### src/logic/apcl_pkg.sv
package apcl_pkg;
	// byte register map, per-channel offsets packed with channel 0 lowest
	localparam logic [2:0][7:0] OFS_OUT_MODE = {8'h07, 8'h06, 8'h05};
	localparam logic [7:0] OFS_ROUTING = 8'h34;
	localparam logic [2:0][7:0] OFS_TGT_HI = {8'h39, 8'h37, 8'h35};
	localparam logic [2:0][7:0] OFS_TGT_LO = {8'h3A, 8'h38, 8'h36};
	localparam logic [2:0][7:0] OFS_LP_HI = {8'h3F, 8'h3D, 8'h3B};
	localparam logic [2:0][7:0] OFS_LP_LO = {8'h40, 8'h3E, 8'h3C};
	localparam logic [2:0][7:0] OFS_INTV = {8'h41, 8'h44, 8'h47};
	localparam logic [2:0][7:0] OFS_STEPS = {8'h42, 8'h45, 8'h48};
	localparam logic [2:0][7:0] OFS_DECIM = {8'h43, 8'h46, 8'h49};
	localparam logic [2:0][7:0] OFS_CODE_HI = {8'h18, 8'h14, 8'h10};
	localparam logic [2:0][7:0] OFS_CODE_LO = {8'h19, 8'h15, 8'h11};
	localparam logic [7:0] OFS_SETUP = 8'h4A;
	localparam logic [7:0] OFS_MISC = 8'h4B;
	localparam logic [7:0] OFS_STROBE = 8'h4C;
	localparam logic [2:0][7:0] OFS_RB_HI = {8'h54, 8'h52, 8'h50};
	localparam logic [2:0][7:0] OFS_RB_LO = {8'h55, 8'h53, 8'h51};
	// field positions
	localparam int OUT_MODE_CLOSED = 7;
	localparam int ROUTING_LOOP_SEL = 6;
	localparam int DECIM_FREEZE = 0;
	localparam int DECIM_DELAY_LSB = 1;
	localparam int DECIM_FACTOR_LSB = 3;
	localparam int DECIM_WAIT_LSB = 5;
	localparam int STEPS_INIT_LSB = 0;
	localparam int STEPS_START_LSB = 2;
	localparam int STEPS_MID_LSB = 4;
	localparam int STEPS_DIV_LSB = 6;
	localparam int INTV_INIT_LSB = 0;
	localparam int INTV_MID_LSB = 2;
	localparam int INTV_MIN_LSB = 4;
	localparam int INTV_DDLY_LSB = 6;
	localparam int SETUP_SINK = 4;
	localparam int SETUP_RATIO4 = 5;
	localparam int MISC_INVERT = 4;
	localparam int MISC_PIN_LSB = 5;
	localparam int STROBE_RB = 1;
	localparam logic [1:0] PIN_MODE_LOW_POWER = 2'h2;
	localparam logic [1:0] ROUTE_NONE = 2'h3;
	localparam logic [1:0] START_ZERO = 2'h0;
	localparam logic [1:0] START_HOST = 2'h1;
	localparam logic [7:0] RESET_BYTE = 8'h00;
	// target scale: 3.25 mA full scale, 390 nA per code, 13-bit code
	localparam int TARGET_FS_NA = 3250000;
	localparam int TARGET_STEP_NA = 390;
	localparam logic [12:0] TARGET_MAX = 13'h1FFF;
	localparam logic [9:0] DAC_MAX = 10'h3FF;
	// timing at 125 MHz
	localparam int CLK_PERIOD_PS = 8000;
	localparam int DELAY_UNIT_NS = 1000;
	localparam int DELAY_UNIT_CYC = (DELAY_UNIT_NS * 1000 + CLK_PERIOD_PS - 1) / CLK_PERIOD_PS;
	localparam int INTV_UNIT_CYC = 4;
	localparam int EDGE_SPACING_NS = 500;
	localparam logic [3:0] PHASE_STEPS = 4'h8;
	localparam logic [1:0] PHASE_INIT = 2'h0;
	localparam logic [1:0] PHASE_MID = 2'h1;
	localparam logic [1:0] PHASE_MIN = 2'h2;

	typedef enum logic [1:0] {ST_IDLE, ST_DELAY, ST_RUN} apcl_st_type;

	typedef struct packed {
		logic [2:0][7:0] out_mode;
		logic [7:0] routing;
		logic [2:0][12:0] target;
		logic [2:0][12:0] target_lp;
		logic [2:0][7:0] intv;
		logic [2:0][7:0] steps;
		logic [2:0][7:0] decim;
		logic [2:0][9:0] host_code;
		logic [7:0] setup;
		logic [7:0] misc;
		logic [2:0][9:0] dac;
		logic [2:0][9:0] readback;
		logic [2:0] on_prev;
		logic [1:0] trk;
		apcl_st_type st;
		logic [1:0] phase;
		logic [3:0] nstep;
		logic [15:0] timer;
		logic [12:0] tgt_act;
		logic [1:0] mon_sel;
		logic [7:0] rdata;
	} apcl_state_type;

	// saturating step of a drive code
	function automatic logic [9:0] apcl_step(input logic [9:0] code, input logic [4:0] sz,
		input logic up);
		logic [10:0] t;
		t = 11'h000;
		if (up) begin
			t = {1'b0, code} + {6'h00, sz};
			apcl_step = t[10] ? DAC_MAX : t[9:0];
		end else begin
			apcl_step = (code > {5'h00, sz}) ? code - {5'h00, sz} : 10'h000;
		end
	endfunction : apcl_step

	// interval length in cycles: base length stretched by divider and decimation
	function automatic logic [15:0] apcl_period(input logic [1:0] len, input logic [1:0] div,
		input logic [1:0] dec, input logic [1:0] wt);
		logic [15:0] p;
		p = 16'(({14'h0000, len} + 16'h0001) * INTV_UNIT_CYC);
		p = p << div;
		p = p << dec;
		apcl_period = p + {14'h0000, wt};
	endfunction : apcl_period
endpackage : apcl_pkg

### src/logic/apcl_loop.sv
`timescale 1ns/1ps
// Overview of operation
// - three 13-bit targets, 390 nA per code
// - loop disabled channel drives host code
// - freeze bit holds that channel's drive code
// - rising light-on activates target, routes monitor
// - 2-bit routing per output, 00 is input 0
// - below target raises, above target lowers
// - invert bit flips the correction sign
// - two or more lights on suspends updates
// - most recently risen channel is tracked
// - strobe captures drive codes into readback
// - low-power pin mode picks alternate target
// - sink detector select, 1:1 or 4:1 mirror
// - start current: zero, host, or previous
// - turn-on delay before any adjustment
// - routing bit 6 set selects continuous loop
// - output mode bit 7 selects closed loop
// - interval register sets step interval lengths
// - steps register sets sizes, start, divider
// - decimation slows mid/min, wait states hold
// - target split across high and low bytes
// - loop-select cleared means open loop on host code
module apcl_loop
	import apcl_pkg::*;
(
	input wire logic core_clk,
	input wire logic rst_n,
	input wire logic reg_wr, // one-cycle write strobe
	input wire logic reg_rd, // one-cycle read strobe
	input wire logic [7:0] reg_addr,
	input wire logic [7:0] reg_wdata,
	output logic [7:0] reg_rdata,
	input wire logic [2:0] channel_light_on,
	input wire logic low_power_select_pin,
	input wire logic [2:0][12:0] monitor_level, // digitised monitor inputs 0..2
	output logic [2:0][9:0] drive_code,
	output logic [12:0] target_active,
	output logic [1:0] monitor_select
);
	apcl_state_type s_q; // whole registered state
	apcl_state_type s_d; // next state

	// channel is under continuous closed-loop control
	function automatic logic closed(input apcl_state_type s, input logic [1:0] c);
		closed = s.out_mode[c][OUT_MODE_CLOSED] && s.misc[c]
			&& s.routing[ROUTING_LOOP_SEL]
			&& (s.routing[2*c +: 2] != ROUTE_NONE);
	endfunction : closed

	logic [2:0] rise; // rising edges of the light-on pins
	logic many_on; // more than one light on
	logic [12:0] mon_val; // routed, scaled monitor value
	logic [9:0] trk_dac; // drive code of the tracked channel
	logic frozen; // tracked channel frozen

	// edge detect and helpers shared with the checks
	always_comb begin
		rise = channel_light_on & ~s_q.on_prev;
		many_on = (channel_light_on[0] & channel_light_on[1]) | (channel_light_on[0]
			& channel_light_on[2]) | (channel_light_on[1] & channel_light_on[2]);
		trk_dac = s_q.dac[s_q.trk];
		frozen = s_q.decim[s_q.trk][DECIM_FREEZE];
		mon_val = monitor_level[s_q.mon_sel];
		// 4:1 mirror only exists for the sinking detector; saturate at full scale
		if (s_q.setup[SETUP_SINK] && s_q.setup[SETUP_RATIO4]) begin
			mon_val = (mon_val > (TARGET_MAX >> 2)) ? TARGET_MAX : mon_val << 2;
		end
	end

	// single next-state process: register file, edge capture, loop engine
	always_comb begin
		logic [1:0] ph_len;
		logic [1:0] ph_dec;
		logic [4:0] ph_sz;
		logic up;
		logic hold;
		s_d = s_q;
		ph_len = 2'h0;
		ph_dec = 2'h0;
		ph_sz = 5'h00;
		up = 1'b0;
		hold = 1'b0;
		s_d.on_prev = channel_light_on;
		// register writes
		if (reg_wr) begin
			for (int c = 0; c < 3; c++) begin
				if (reg_addr == OFS_OUT_MODE[c]) s_d.out_mode[c] = reg_wdata;
				if (reg_addr == OFS_TGT_HI[c]) s_d.target[c][12:8] = reg_wdata[4:0];
				if (reg_addr == OFS_TGT_LO[c]) s_d.target[c][7:0] = reg_wdata;
				if (reg_addr == OFS_LP_HI[c]) s_d.target_lp[c][12:8] = reg_wdata[4:0];
				if (reg_addr == OFS_LP_LO[c]) s_d.target_lp[c][7:0] = reg_wdata;
				if (reg_addr == OFS_INTV[c]) s_d.intv[c] = reg_wdata;
				if (reg_addr == OFS_STEPS[c]) s_d.steps[c] = reg_wdata;
				if (reg_addr == OFS_DECIM[c]) s_d.decim[c] = reg_wdata;
				if (reg_addr == OFS_CODE_HI[c]) s_d.host_code[c][9:8] = reg_wdata[1:0];
				if (reg_addr == OFS_CODE_LO[c]) s_d.host_code[c][7:0] = reg_wdata;
			end
			if (reg_addr == OFS_ROUTING) s_d.routing = reg_wdata;
			if (reg_addr == OFS_SETUP) s_d.setup = reg_wdata;
			if (reg_addr == OFS_MISC) s_d.misc = reg_wdata;
		end
		// register reads; unmapped addresses read zero
		if (reg_rd) begin
			s_d.rdata = RESET_BYTE;
			for (int c = 0; c < 3; c++) begin
				if (reg_addr == OFS_OUT_MODE[c]) s_d.rdata = s_q.out_mode[c];
				if (reg_addr == OFS_TGT_HI[c]) s_d.rdata = {3'h0, s_q.target[c][12:8]};
				if (reg_addr == OFS_TGT_LO[c]) s_d.rdata = s_q.target[c][7:0];
				if (reg_addr == OFS_LP_HI[c]) s_d.rdata = {3'h0, s_q.target_lp[c][12:8]};
				if (reg_addr == OFS_LP_LO[c]) s_d.rdata = s_q.target_lp[c][7:0];
				if (reg_addr == OFS_INTV[c]) s_d.rdata = s_q.intv[c];
				if (reg_addr == OFS_STEPS[c]) s_d.rdata = s_q.steps[c];
				if (reg_addr == OFS_DECIM[c]) s_d.rdata = s_q.decim[c];
				if (reg_addr == OFS_CODE_HI[c]) s_d.rdata = {6'h00, s_q.host_code[c][9:8]};
				if (reg_addr == OFS_CODE_LO[c]) s_d.rdata = s_q.host_code[c][7:0];
				if (reg_addr == OFS_RB_HI[c]) s_d.rdata = {6'h00, s_q.readback[c][9:8]};
				if (reg_addr == OFS_RB_LO[c]) s_d.rdata = s_q.readback[c][7:0];
			end
			if (reg_addr == OFS_ROUTING) s_d.rdata = s_q.routing;
			if (reg_addr == OFS_SETUP) s_d.rdata = s_q.setup;
			if (reg_addr == OFS_MISC) s_d.rdata = s_q.misc;
		end
		// readback snapshot of the live drive codes
		if (reg_wr && reg_addr == OFS_STROBE && reg_wdata[STROBE_RB]) begin
			s_d.readback = s_q.dac;
		end
		// open-loop channels follow the host code
		for (int c = 0; c < 3; c++) begin
			if (!closed(s_q, 2'(c))) s_d.dac[c] = s_q.host_code[c];
		end
		// target choice follows the low-power pin while tracking
		if (s_q.misc[MISC_PIN_LSB +: 2] == PIN_MODE_LOW_POWER && !low_power_select_pin) begin
			s_d.tgt_act = s_q.target_lp[s_q.trk];
		end else begin
			s_d.tgt_act = s_q.target[s_q.trk];
		end
		// loop engine on the tracked channel
		unique case (s_q.st)
			ST_IDLE: begin
			end
			ST_DELAY: begin
				if (!channel_light_on[s_q.trk]) begin
					s_d.st = ST_IDLE;
				end else if (s_q.timer == 16'h0000) begin
					s_d.st = ST_RUN;
					s_d.timer = apcl_period(s_q.intv[s_q.trk][INTV_INIT_LSB +: 2],
						s_q.steps[s_q.trk][STEPS_DIV_LSB +: 2], 2'h0,
						s_q.decim[s_q.trk][DECIM_WAIT_LSB +: 2]);
				end else begin
					s_d.timer = s_q.timer - 16'h0001;
				end
			end
			ST_RUN: begin
				// freeze and overlap both hold the code where it is
				hold = frozen || many_on;
				if (!channel_light_on[s_q.trk]) begin
					s_d.st = ST_IDLE; // code left as reached for the next start
				end else if (hold) begin
				end else if (s_q.timer != 16'h0000) begin
					s_d.timer = s_q.timer - 16'h0001;
				end else begin
					unique case (s_q.phase)
						PHASE_INIT: begin
							ph_sz = {1'b0, s_q.steps[s_q.trk][STEPS_INIT_LSB +: 2], 2'h0} + 5'h04;
							ph_len = s_q.intv[s_q.trk][INTV_INIT_LSB +: 2];
						end
						PHASE_MID: begin
							ph_sz = {3'h0, s_q.steps[s_q.trk][STEPS_MID_LSB +: 2]} + 5'h02;
							ph_len = s_q.intv[s_q.trk][INTV_MID_LSB +: 2];
							ph_dec = s_q.decim[s_q.trk][DECIM_FACTOR_LSB +: 2];
						end
						default: begin
							ph_sz = 5'h01;
							ph_len = s_q.intv[s_q.trk][INTV_MIN_LSB +: 2];
							ph_dec = s_q.decim[s_q.trk][DECIM_FACTOR_LSB +: 2];
						end
					endcase
					up = (mon_val < s_q.tgt_act) ^ s_q.misc[MISC_INVERT];
					if (mon_val != s_q.tgt_act) begin
						s_d.dac[s_q.trk] = apcl_step(trk_dac, ph_sz, up);
					end
					// wait states are folded into each interval reload
					s_d.timer = apcl_period(ph_len, s_q.steps[s_q.trk][STEPS_DIV_LSB +: 2],
						ph_dec, s_q.decim[s_q.trk][DECIM_WAIT_LSB +: 2]);
					if (s_q.nstep == PHASE_STEPS - 4'h1 && s_q.phase != PHASE_MIN) begin
						s_d.nstep = 4'h0;
						s_d.phase = s_q.phase + 2'h1;
					end else if (s_q.phase != PHASE_MIN) begin
						s_d.nstep = s_q.nstep + 4'h1;
					end
				end
			end
			default: s_d.st = ST_IDLE;
		endcase
		// a rising edge retargets the engine; highest index wins a tie
		for (int c = 0; c < 3; c++) begin
			if (rise[c]) begin
				s_d.trk = 2'(c);
				s_d.mon_sel = s_q.routing[2*c +: 2];
				s_d.tgt_act = (s_q.misc[MISC_PIN_LSB +: 2] == PIN_MODE_LOW_POWER
					&& !low_power_select_pin) ? s_q.target_lp[c] : s_q.target[c];
				s_d.phase = PHASE_INIT;
				s_d.nstep = 4'h0;
				if (closed(s_q, 2'(c))) begin
					s_d.st = ST_DELAY;
					s_d.timer = 16'(s_q.decim[c][DECIM_DELAY_LSB +: 2] * DELAY_UNIT_CYC);
					if (s_q.steps[c][STEPS_START_LSB +: 2] == START_ZERO) begin
						s_d.dac[c] = 10'h000;
					end else if (s_q.steps[c][STEPS_START_LSB +: 2] == START_HOST) begin
						s_d.dac[c] = s_q.host_code[c];
					end
				end else begin
					s_d.st = ST_IDLE;
				end
			end
		end
	end

	// state register, synchronous active-low reset
	always_ff @(posedge core_clk) begin
		if (!rst_n) begin
			s_q <= '0;
		end else begin
			s_q <= s_d;
		end
	end

	assign reg_rdata = s_q.rdata;
	assign drive_code = s_q.dac;
	assign target_active = s_q.tgt_act;
	assign monitor_select = s_q.mon_sel;

	AST_FREEZE_HOLDS: assert property (@(posedge core_clk) disable iff (!rst_n)
		(s_q.st == ST_RUN && frozen && rise == 3'h0 && !reg_wr) |=> $stable(trk_dac))
		else $error("frozen channel code changed");
	AST_OVERLAP_HOLDS: assert property (@(posedge core_clk) disable iff (!rst_n)
		(s_q.st == ST_RUN && many_on && rise == 3'h0 && !reg_wr) |=> $stable(trk_dac))
		else $error("code changed while several lights on");
	AST_OPEN_LOOP: assert property (@(posedge core_clk) disable iff (!rst_n)
		!closed(s_q, 2'h0) |=> s_q.dac[0] == $past(s_q.host_code[0]))
		else $error("open-loop channel not on host code");
	AST_LAST_TRACKED: assert property (@(posedge core_clk) disable iff (!rst_n)
		(rise[1] && !rise[2]) |=> s_q.trk == 2'h1)
		else $error("latest rising channel not tracked");
	AST_ROUTE_ON_RISE: assert property (@(posedge core_clk) disable iff (!rst_n)
		(rise == 3'h1) |=> s_q.mon_sel == $past(s_q.routing[1:0]))
		else $error("monitor route not taken on rise");
	AST_READBACK: assert property (@(posedge core_clk) disable iff (!rst_n)
		(reg_wr && reg_addr == OFS_STROBE && reg_wdata[STROBE_RB]) |=>
		s_q.readback == $past(s_q.dac))
		else $error("readback not captured");
	AST_DELAY_FIRST: assert property (@(posedge core_clk) disable iff (!rst_n)
		(rise[0] && rise[2:1] == 2'h0 && closed(s_q, 2'h0)) |=> s_q.st == ST_DELAY
		##1 (s_q.st != ST_RUN || $past(s_q.timer) == 16'h0000))
		else $error("loop ran before turn-on delay");
	AST_TARGET_HIGH: assert property (@(posedge core_clk) disable iff (!rst_n)
		(reg_wr && reg_addr == OFS_TGT_HI[0]) |=> s_q.target[0][12:8] == $past(reg_wdata[4:0]))
		else $error("target high byte not stored");
	AST_STEP_UP: assert property (@(posedge core_clk) disable iff (!rst_n)
		(s_q.st == ST_RUN && !frozen && !many_on && s_q.timer == 16'h0000 && rise == 3'h0
		&& channel_light_on[s_q.trk] && !s_q.misc[MISC_INVERT] && mon_val < s_q.tgt_act
		&& trk_dac != DAC_MAX && !reg_wr) |=> trk_dac > $past(trk_dac))
		else $error("code not raised below target");
endmodule : apcl_loop

### config.mk
export PLATFORM = sky130hd
export DESIGN_NAME = apcl_loop
export DESIGN_NICKNAME = d
export VERILOG_FILES = /design/src/logic/apcl_pkg.sv /design/src/logic/apcl_loop.sv
export SDC_FILE = /design/constraint.sdc
export NUM_CORES = 1
export LEC_CHECK = 0
export CORE_ASPECT_RATIO = 1.2
export CORE_MARGIN = 3
export CORE_UTILIZATION = 60
export CTS_CLUSTER_DIAMETER = 200
export DETAILED_ROUTE_END_ITERATION = 16
export DONT_BUFFER_PORTS = 1
export PLACE_DENSITY_LB_ADDON = 0.05
export SLEW_MARGIN = 20
export SYNTH_ARGS = -nofsm -noshare
export SYNTH_HDL_FRONTEND = slang
export SYNTH_SLANG_ARGS = --single-unit
### constraint.sdc
create_clock -name core_clk -period 4.91 [get_ports core_clk]
set_input_delay 0.7365 -clock core_clk [delete_from_list [all_inputs] [get_ports core_clk]]
set_output_delay 0.7365 -clock core_clk [all_outputs]
set_load 0.1 [all_outputs]
==> metrics, run 1 <==
# resized after CTS 0; Final Setup Violations 0; fin crit period roughly 4.6 ns; worst-path fanout max 14; Core Util, Final 0.650; Max clock buf depth 3; Mapped Nets 2803; I/O pins between 100 and 150; DP Area 21300 µm²; CTS root buf clkbuf_16; via density per instance 6.98; TritonCTS clock tree built; H-tree depth 2; RSZ-0062 raised after global routing no; leakage 7.93 nW; fin cells between 3000 and 4000; routability cong. 1.10; sequential power share 0.470; Hold Vio Cnt, Final 0; Max Freq 217 MHz; initial antenna violation count 0; width of the die 178 µm; IO buf count 0; top cell type's share of synthesized area 0.320; Worst slew margin 0.193; DRT Pass-1 Iters 6; Reg area 6810 µm²; post-synthesis sequential area ratio 0.320; Starting Density 0.616; Synth Warn # 0; core area 34500 µm²; Place WS 0.312 ns; worst slew pin tran 1.21 ns; FF-to-FF path depth 17; CP startpoint kind flop; Pwr Density 266 nW/µm²; Layout area overhead 5.54%; Power Total about 6.0 mW; Filler Cell Count 3048; fin crit share 0.937; antenna viol nets, final 0; Clock Latency Late Sink 0.54 ns; overall global routing resource usage 0.434; HP Class in -> reg; Synth area leaders dfxtp_1 (32%), mux2i_1 (8.7%), nand2_1 (7.0%), a21boi_0 (6.7%), nand3_1 (4.8%); Detail Placement HPWL 60700 µm; Vias around 21000; post-synth top area cell dfxtp_1; Worst Skew 0.0165 ns; final worst setup slack 0.311 ns; Iter 0 DRT Violations 2837; synth cell count leaders nand2_1 (398), dfxtp_1 (340), nand3_1 (204); drt wl/cell 27.8 µm; max-slew violations 0; ys async rst share 0; clk slew on worst S/H paths ~0.060 ns; Hold WS 0.293 ns; Synth Cell Area between 20000 and 25000 µm²; CP Capture Point drive_code[15]; vias in the first global route 20055; Synth Area per Inst approximately 7.9 µm²; ratio of cells with drive above 1 in the final layout 0.0776; Gate Count Post-Synth between 2000 and 3000; Die ar. 37800 µm²; Die H between 200 and 250 µm; count leader, synth nand2_1; cell row count 74; design area about 22000 µm²; Crit Path Class reg -> reg; DP Cell Count just under 3000; sinks on the clock net 340; number of buffers created by CTS 37; Setup Buffers After CTS 0; synthesized flop and latch total 340; hold buffers post-CTS 0; GR Overflow Total 0; Final #Nets 2665; Req. time, crit path approximately 5.3 ns; reg2reg setup slack 0.31 ns; synth unique cells 98; Reg-to-Reg Start monitor_select[1]; Max Cap Violations 0; TNS Setup 0 ns; Comb pwr share 0.063; Sw Share 0.238; R2R Path End drive_code[15]; worst setup path start monitor_select[1]; detailed-route wire length 84200 µm; Max VDD drop about 0.00033 V; Main synth FF type dfxtp_1; Net Sw Power 1.42 mW; Clock power frac 0.467; largest net degree at the start of global routing between 300 and 400; Setup crit end kind flop; global-route wire length before repair between 100000 and 150000 µm; number of synthesized flops with an enable pin 0; Pint 4.56 mW; outcome finished clean; CP arrival 5.00 ns; Multi-input gate area 13000 µm²; drt drc 0
## cell type report
cell class	instances	share of cell area
Timing Repair Buffer	89	0.0298
Sequential cell	340	0.303
Clock buffer	50	0.0465
Antenna cell	1	0.000111
Inverter	58	0.00970
Tap cell	456	0.0254
Multi-Input combinational cell	2030	0.580
Clock inverter	9	0.00546
## layout by cell type (no fill, tap or decap), types with 11 or more instances in the layout
cell / count
o21ai_1: 19
a221oi_1: 22
o2bb2ai_1: 12
clkbuf_16: 37
o21bai_1: 11
inv_1: 58
a21boi_0: 189
a21oi_1: 131
o21a_1: 11
o211ai_1: 13
o221ai_1: 16
and3_1: 21
nor2_1: 116
nand4_1: 12
mux2i_1: 184
and2_1: 16
o22ai_1: 31
a21o_1: 14
ha_1: 44
nand2b_1: 24
a31oi_1: 13
or3_1: 13
nand2_1: 398
o21ai_0: 108
nor3_1: 52
nand3_1: 204
a211oi_1: 16
a2bb2oi_1: 14
a22oi_1: 33
buf_4: 89
mux2_2: 12
a22o_1: 11
dfxtp_1: 337
nor2b_1: 98
## sequential cells by signal, indices dropped and copies added, names as in the netlist
signal          flops
s_q               287
drive_code         30
target_active      13
reg_rdata           8
monitor_select      2
## worst min path at each step
| stage | from | end | cells after the start |
|---|---|---|---|
| floorplan | s_q[317] | s_q[317] | 2 |
| global placement | s_q[228] | s_q[228] | 2 |
| detailed placement | s_q[330] | s_q[330] | 2 |
| CTS | reg_rd | reg_rdata[2] | 1 |
| global route | reg_rd | reg_rdata[2] | 1 |
| finish | reg_rd | reg_rdata[2] | 1 |
## cells by family (layout without fill, tap and decap cells)
group / Yosys count / in the layout / share of synthesized area
AOI/OAI and AO/OA: 749 / 749 / 0.244
xor gates and xnor gates: 6 / 6 / 0.00247
adders and majority gates: 47 / 47 / 0.0282
buffers and inverters: 324 / 206 / 0.0704
DFF: 340 / 340 / 0.320
muxes: 197 / 197 / 0.0936
other: 0 / 1 / 0
and+or+nand+nor: 1031 / 1031 / 0.241
## routing by layer
metal	GRT usage	wire length, µm	vias to the layer above
met3	0.0734	8340	368
met1	0.535	30700	10068
met4	0.337	8050	0
li1	-	-	9386
met5	0	0	-
met2	0.670	37100	1363
## power by group through the flow
stage,sequential (mW),clock (mW),combinational (mW)
4_1_cts,2.81,2.79,0.368
6_report,2.81,2.79,0.378
2_1_floorplan,2.83,0,0.397
5_1_grt,2.81,2.89,0.401
3_3_place_gp,2.87,0,0.360
3_5_place_dp,2.87,0,0.366
## critical path, cell delays in order (launching register included)
cell and delay (ns):
dfxtp_2 0.58, nor2b_1 0.10, buf_4 0.19, nand2_1 0.07
o21ai_0 0.12, nor3_1 0.21, buf_4 0.21, a22oi_1 0.08
ha_1 0.35, nand3_1 0.11, o21bai_1 0.12, a31oi_1 0.09
o41ai_1 0.78, xnor2_2 0.49, buf_4 0.33, mux2i_1 0.13
a211oi_2 0.32, o21ai_0 0.16
Note: power is estimated with default switching activity, not from simulation.
==> run 2: changes to the inputs <==
--- a/config.mk
+++ b/config.mk
@@ -5,10 +5,12 @@
 export SDC_FILE = /design/constraint.sdc
 export NUM_CORES = 1
 export LEC_CHECK = 0
+export ABC_AREA = 1
 export CORE_ASPECT_RATIO = 1.2
 export CORE_MARGIN = 3
 export CORE_UTILIZATION = 60
 export CTS_CLUSTER_DIAMETER = 200
+export CTS_CLUSTER_SIZE = 24
 export DETAILED_ROUTE_END_ITERATION = 16
 export DONT_BUFFER_PORTS = 1
 export PLACE_DENSITY_LB_ADDON = 0.05
==> metrics, run 2 <==
most frequent cells in the layout nand2_1 (612), inv_1 (363), a21oi_1 (363), o21ai_0 (351), dfxtp_1 (339) (was nand2_1 (398), dfxtp_1 (337), nand3_1 (204), a21boi_0 (189), mux2i_1 (184)); clk slew on worst S/H paths 0.11 ns (was 0.06 ns); post-synthesis sequential area ratio 0.347 (was 0.320); vias in the first global route 18821 (was 20055); Gate Count Post-Synth 2995 (was 2694); synth unique cells 58 (was 98); worst setup path start monitor_select[0] (was monitor_select[1]); commonest non-fill, non-tap cell in the layout nand2_1 (unchanged); RSZ-0062 raised after global routing no (unchanged); FF-to-FF path depth 22 (was 17); hold buffers post-CTS 0 (unchanged); Max VDD drop 0.000315 V (was 0.000332 V); initial antenna violation count 0 (unchanged); Max Freq 216 MHz (was 217 MHz); design area 20100 µm² (was 22400 µm²); count leader, synth nand2_1 (unchanged); Clock Latency Late Sink 0.54 ns (about the same); Starting Density 0.616 (about the same); core area 31800 µm² (was 34500 µm²); TritonCTS clock tree built (unchanged); drt wl/cell 22.4 µm (was 27.8 µm); Synth Cell Area 19600 µm² (was 21300 µm²); Most flops, register s_q (unchanged); post-synth top area cell dfxtp_1 (unchanged); fin crit share 0.943 (was 0.937); ratio of cells with drive above 1 in the final layout 0.0569 (was 0.0776); reg2reg setup slack 0.28 ns (was 0.31 ns); max FFs per register 287 (unchanged); Filler Cell Count 2991 (was 3048); CP arrival 5.09 ns (was 5.00 ns); DRT Pass-1 Iters 7 (was 6); Die ar. 34900 µm² (was 37800 µm²); TNS Setup 0 ns (unchanged); overall global routing resource usage 0.404 (was 0.434); Synth area leaders dfxtp_1 (35%), nand2_1 (12%), a21oi_1 (9.3%), o21ai_0 (9.0%), inv_1 (7.0%) (was dfxtp_1 (32%), mux2i_1 (8.7%), nand2_1 (7.0%), a21boi_0 (6.7%), nand3_1 (4.8%)); sinks on the clock net 340 (unchanged); fin crit period 4.63 ns (was 4.60 ns); top cell type's share of synthesized area 0.347 (was 0.320); synth cell count leaders nand2_1 (612), a21oi_1 (364), inv_1 (364) (was nand2_1 (398), dfxtp_1 (340), nand3_1 (204)); Layout area overhead 2.81% (was 5.54%); Pwr Density 246 nW/µm² (was 266 nW/µm²); max-slew violations 0 (unchanged); R2R Path End drive_code[28] (was drive_code[15]); via density per instance 6.28 (was 6.98); I/O pins 116 (unchanged); Max clock buf depth 3 (unchanged); GR Overflow Total 0 (unchanged); routability cong. 1.05 (was 1.10); Max Cap Violations 0 (unchanged); Worst Skew 0.0365 ns (was 0.0165 ns); width of the die 171 µm (was 178 µm); Synth Area per Inst 6.54 µm² (was 7.90 µm²); CP Capture Point drive_code[28] (was drive_code[15]); H-tree depth 1 (was 2); detailed-route wire length 73400 µm (was 84200 µm); worst-path fanout max 14 (unchanged); global-route wire length before repair 110000 µm (was 125000 µm); drt drc 0 (unchanged); Die H 204 µm (was 212 µm); Main synth FF type dfxtp_1 (unchanged); number of synthesized flops with an enable pin 0 (unchanged); outcome finished clean (unchanged); CTS root buf clkbuf_16 (unchanged); number of buffers created by CTS 18 (was 37); CP startpoint kind flop (unchanged); Final #Nets 2991 (was 2665); IO buf count 0 (unchanged); HP Class in -> reg (unchanged); antenna viol nets, final 0 (unchanged); Detail Placement HPWL 53200 µm (was 60700 µm); synthesized flop and latch total 340 (unchanged); Reg-to-Reg Start monitor_select[0] (was monitor_select[1]); Req. time, crit path 5.37 ns (was 5.31 ns); Worst slew margin 0.242 (was 0.193); DP Area 19600 µm² (was 21300 µm²); Crit Path Class reg -> reg (unchanged); largest net degree at the start of global routing 202 (was 305); hold path cells 2 (was 1); Iter 0 DRT Violations 2573 (was 2837); Mapped Nets 3104 (was 2803); Hold Vio Cnt, Final 0 (unchanged); cell row count 71 (was 74); ys async rst share 0 (unchanged); Setup crit end kind flop (unchanged); Vias 20622 (was 21185); leakage 7.60 nW (was 7.93 nW); Ant. Diodes 0 (was 1); Power Total 4.96 mW (was 5.98 mW); worst slew pin tran 1.14 ns (was 1.21 ns); Synth Warn # 0 (unchanged); Final Setup Violations 0 (unchanged)
run 2: cell count changes in the layout (fill, tap and decap cells not counted), moves of 23 or more:
cell | previous run | this run
mux2i_1 | 184 | 1
nand3_1 | 204 | 137
nor2b_1 | 98 | 0
nor2_1 | 116 | 247
nand2b_1 | 24 | 0
a21boi_0 | 189 | 1
nand2_1 | 398 | 612
o21ai_0 | 108 | 351
inv_1 | 58 | 363
o211ai_1 | 13 | 36
nor3_1 | 52 | 20
a21oi_1 | 131 | 363
run 2: report_power, final:
part / internal [mW] / switching, mW
clock network: 0.706 / 0.960
logic: 0.142 / 0.364
registers: 2.77 / 0.0222
total: 3.62 / 1.35
run 2: how the worst min path moves through the flow:
stage	startpoint	endpoint	slack (ns)
after floorplan	s_q[326]	s_q[326]	0.42
after global placement	s_q[327]	s_q[327]	0.43
after detailed placement	s_q[328]	s_q[328]	0.45
after CTS	channel_light_on[0]	s_q[49]	0.29
after global routing	channel_light_on[0]	s_q[49]	0.28
final	channel_light_on[0]	s_q[49]	0.29
run 2: metrics by stage:
stage          hold WS [ns]  cells  setup WS [ns]  utilization
4_1_cts               0.287   3281          0.157        0.632
2_1_floorplan         0.425   2995          0.874            -
5_1_grt               0.285   3283        0.00928        0.633
3_3_place_gp          0.431   3261          0.303        0.616
6_report              0.287   3283          0.281        0.633
3_5_place_dp          0.446   3261          0.167        0.616
run 2: final cells by class:
cell class / instances / area (µm²) / share of cell area
Multi-Input combinational cell: 2065 / 10400 / 0.514
Sequential cell: 340 / 6810 / 0.338
Inverter: 389 / 1470 / 0.0728
Timing Repair Buffer: 68 / 510 / 0.0253
Tap cell: 401 / 502 / 0.0249
Clock buffer: 19 / 475 / 0.0236
Clock inverter: 1 / 20.0 / 0.000994
run 2: kinds of logic after synthesis:
logic type / after synthesis / share of synthesized area
AND/OR/NAND/NOR: 1082 / 0.227
adder cells (fa/ha/maj): 46 / 0.0301
XOR/XNOR: 18 / 0.00805
flip-flops: 340 / 0.347
multiplexers: 1 / 0.000511
buffers and inverters: 590 / 0.125
AO/OA/AOI/OAI: 918 / 0.262
run 2: timing repair:
item,in CTS,in global routing
buffers inserted,0,2
endpoints found under the setup margin,0,29
gates resized for setup,0,6
run 2: worst max-delay path, stage by stage, from the launching register on:
cell        delay, ns
dfxtp_1          0.38
buf_4            0.22
clkinvlp_4       0.14
or2_2            0.28
a22oi_1          0.14
inv_1            0.09
nor2_1           0.20
nand2_1          0.10
clkinv_1         0.18
a22oi_1          0.10
ha_1             0.33
nand2_1          0.07
o21ai_1          0.13
a221o_1          0.16
a21oi_1          0.07
o21a_1           0.19
o21ai_2          0.31
xor2_1           0.21
buf_4            0.22
inv_2            0.13
o41ai_2          0.55
o22ai_1          0.14
a211oi_1         0.21
run 2: layer usage:
layer	GRT usage	routed length, µm	part of all wire	up-vias
met1	0.527	28500	0.39	9551
li1	-	-	-	9622
met4	0.250	5550	0.076	0
met2	0.624	32100	0.44	1198
met3	0.0677	7230	0.099	251
met5	0	0	0	-
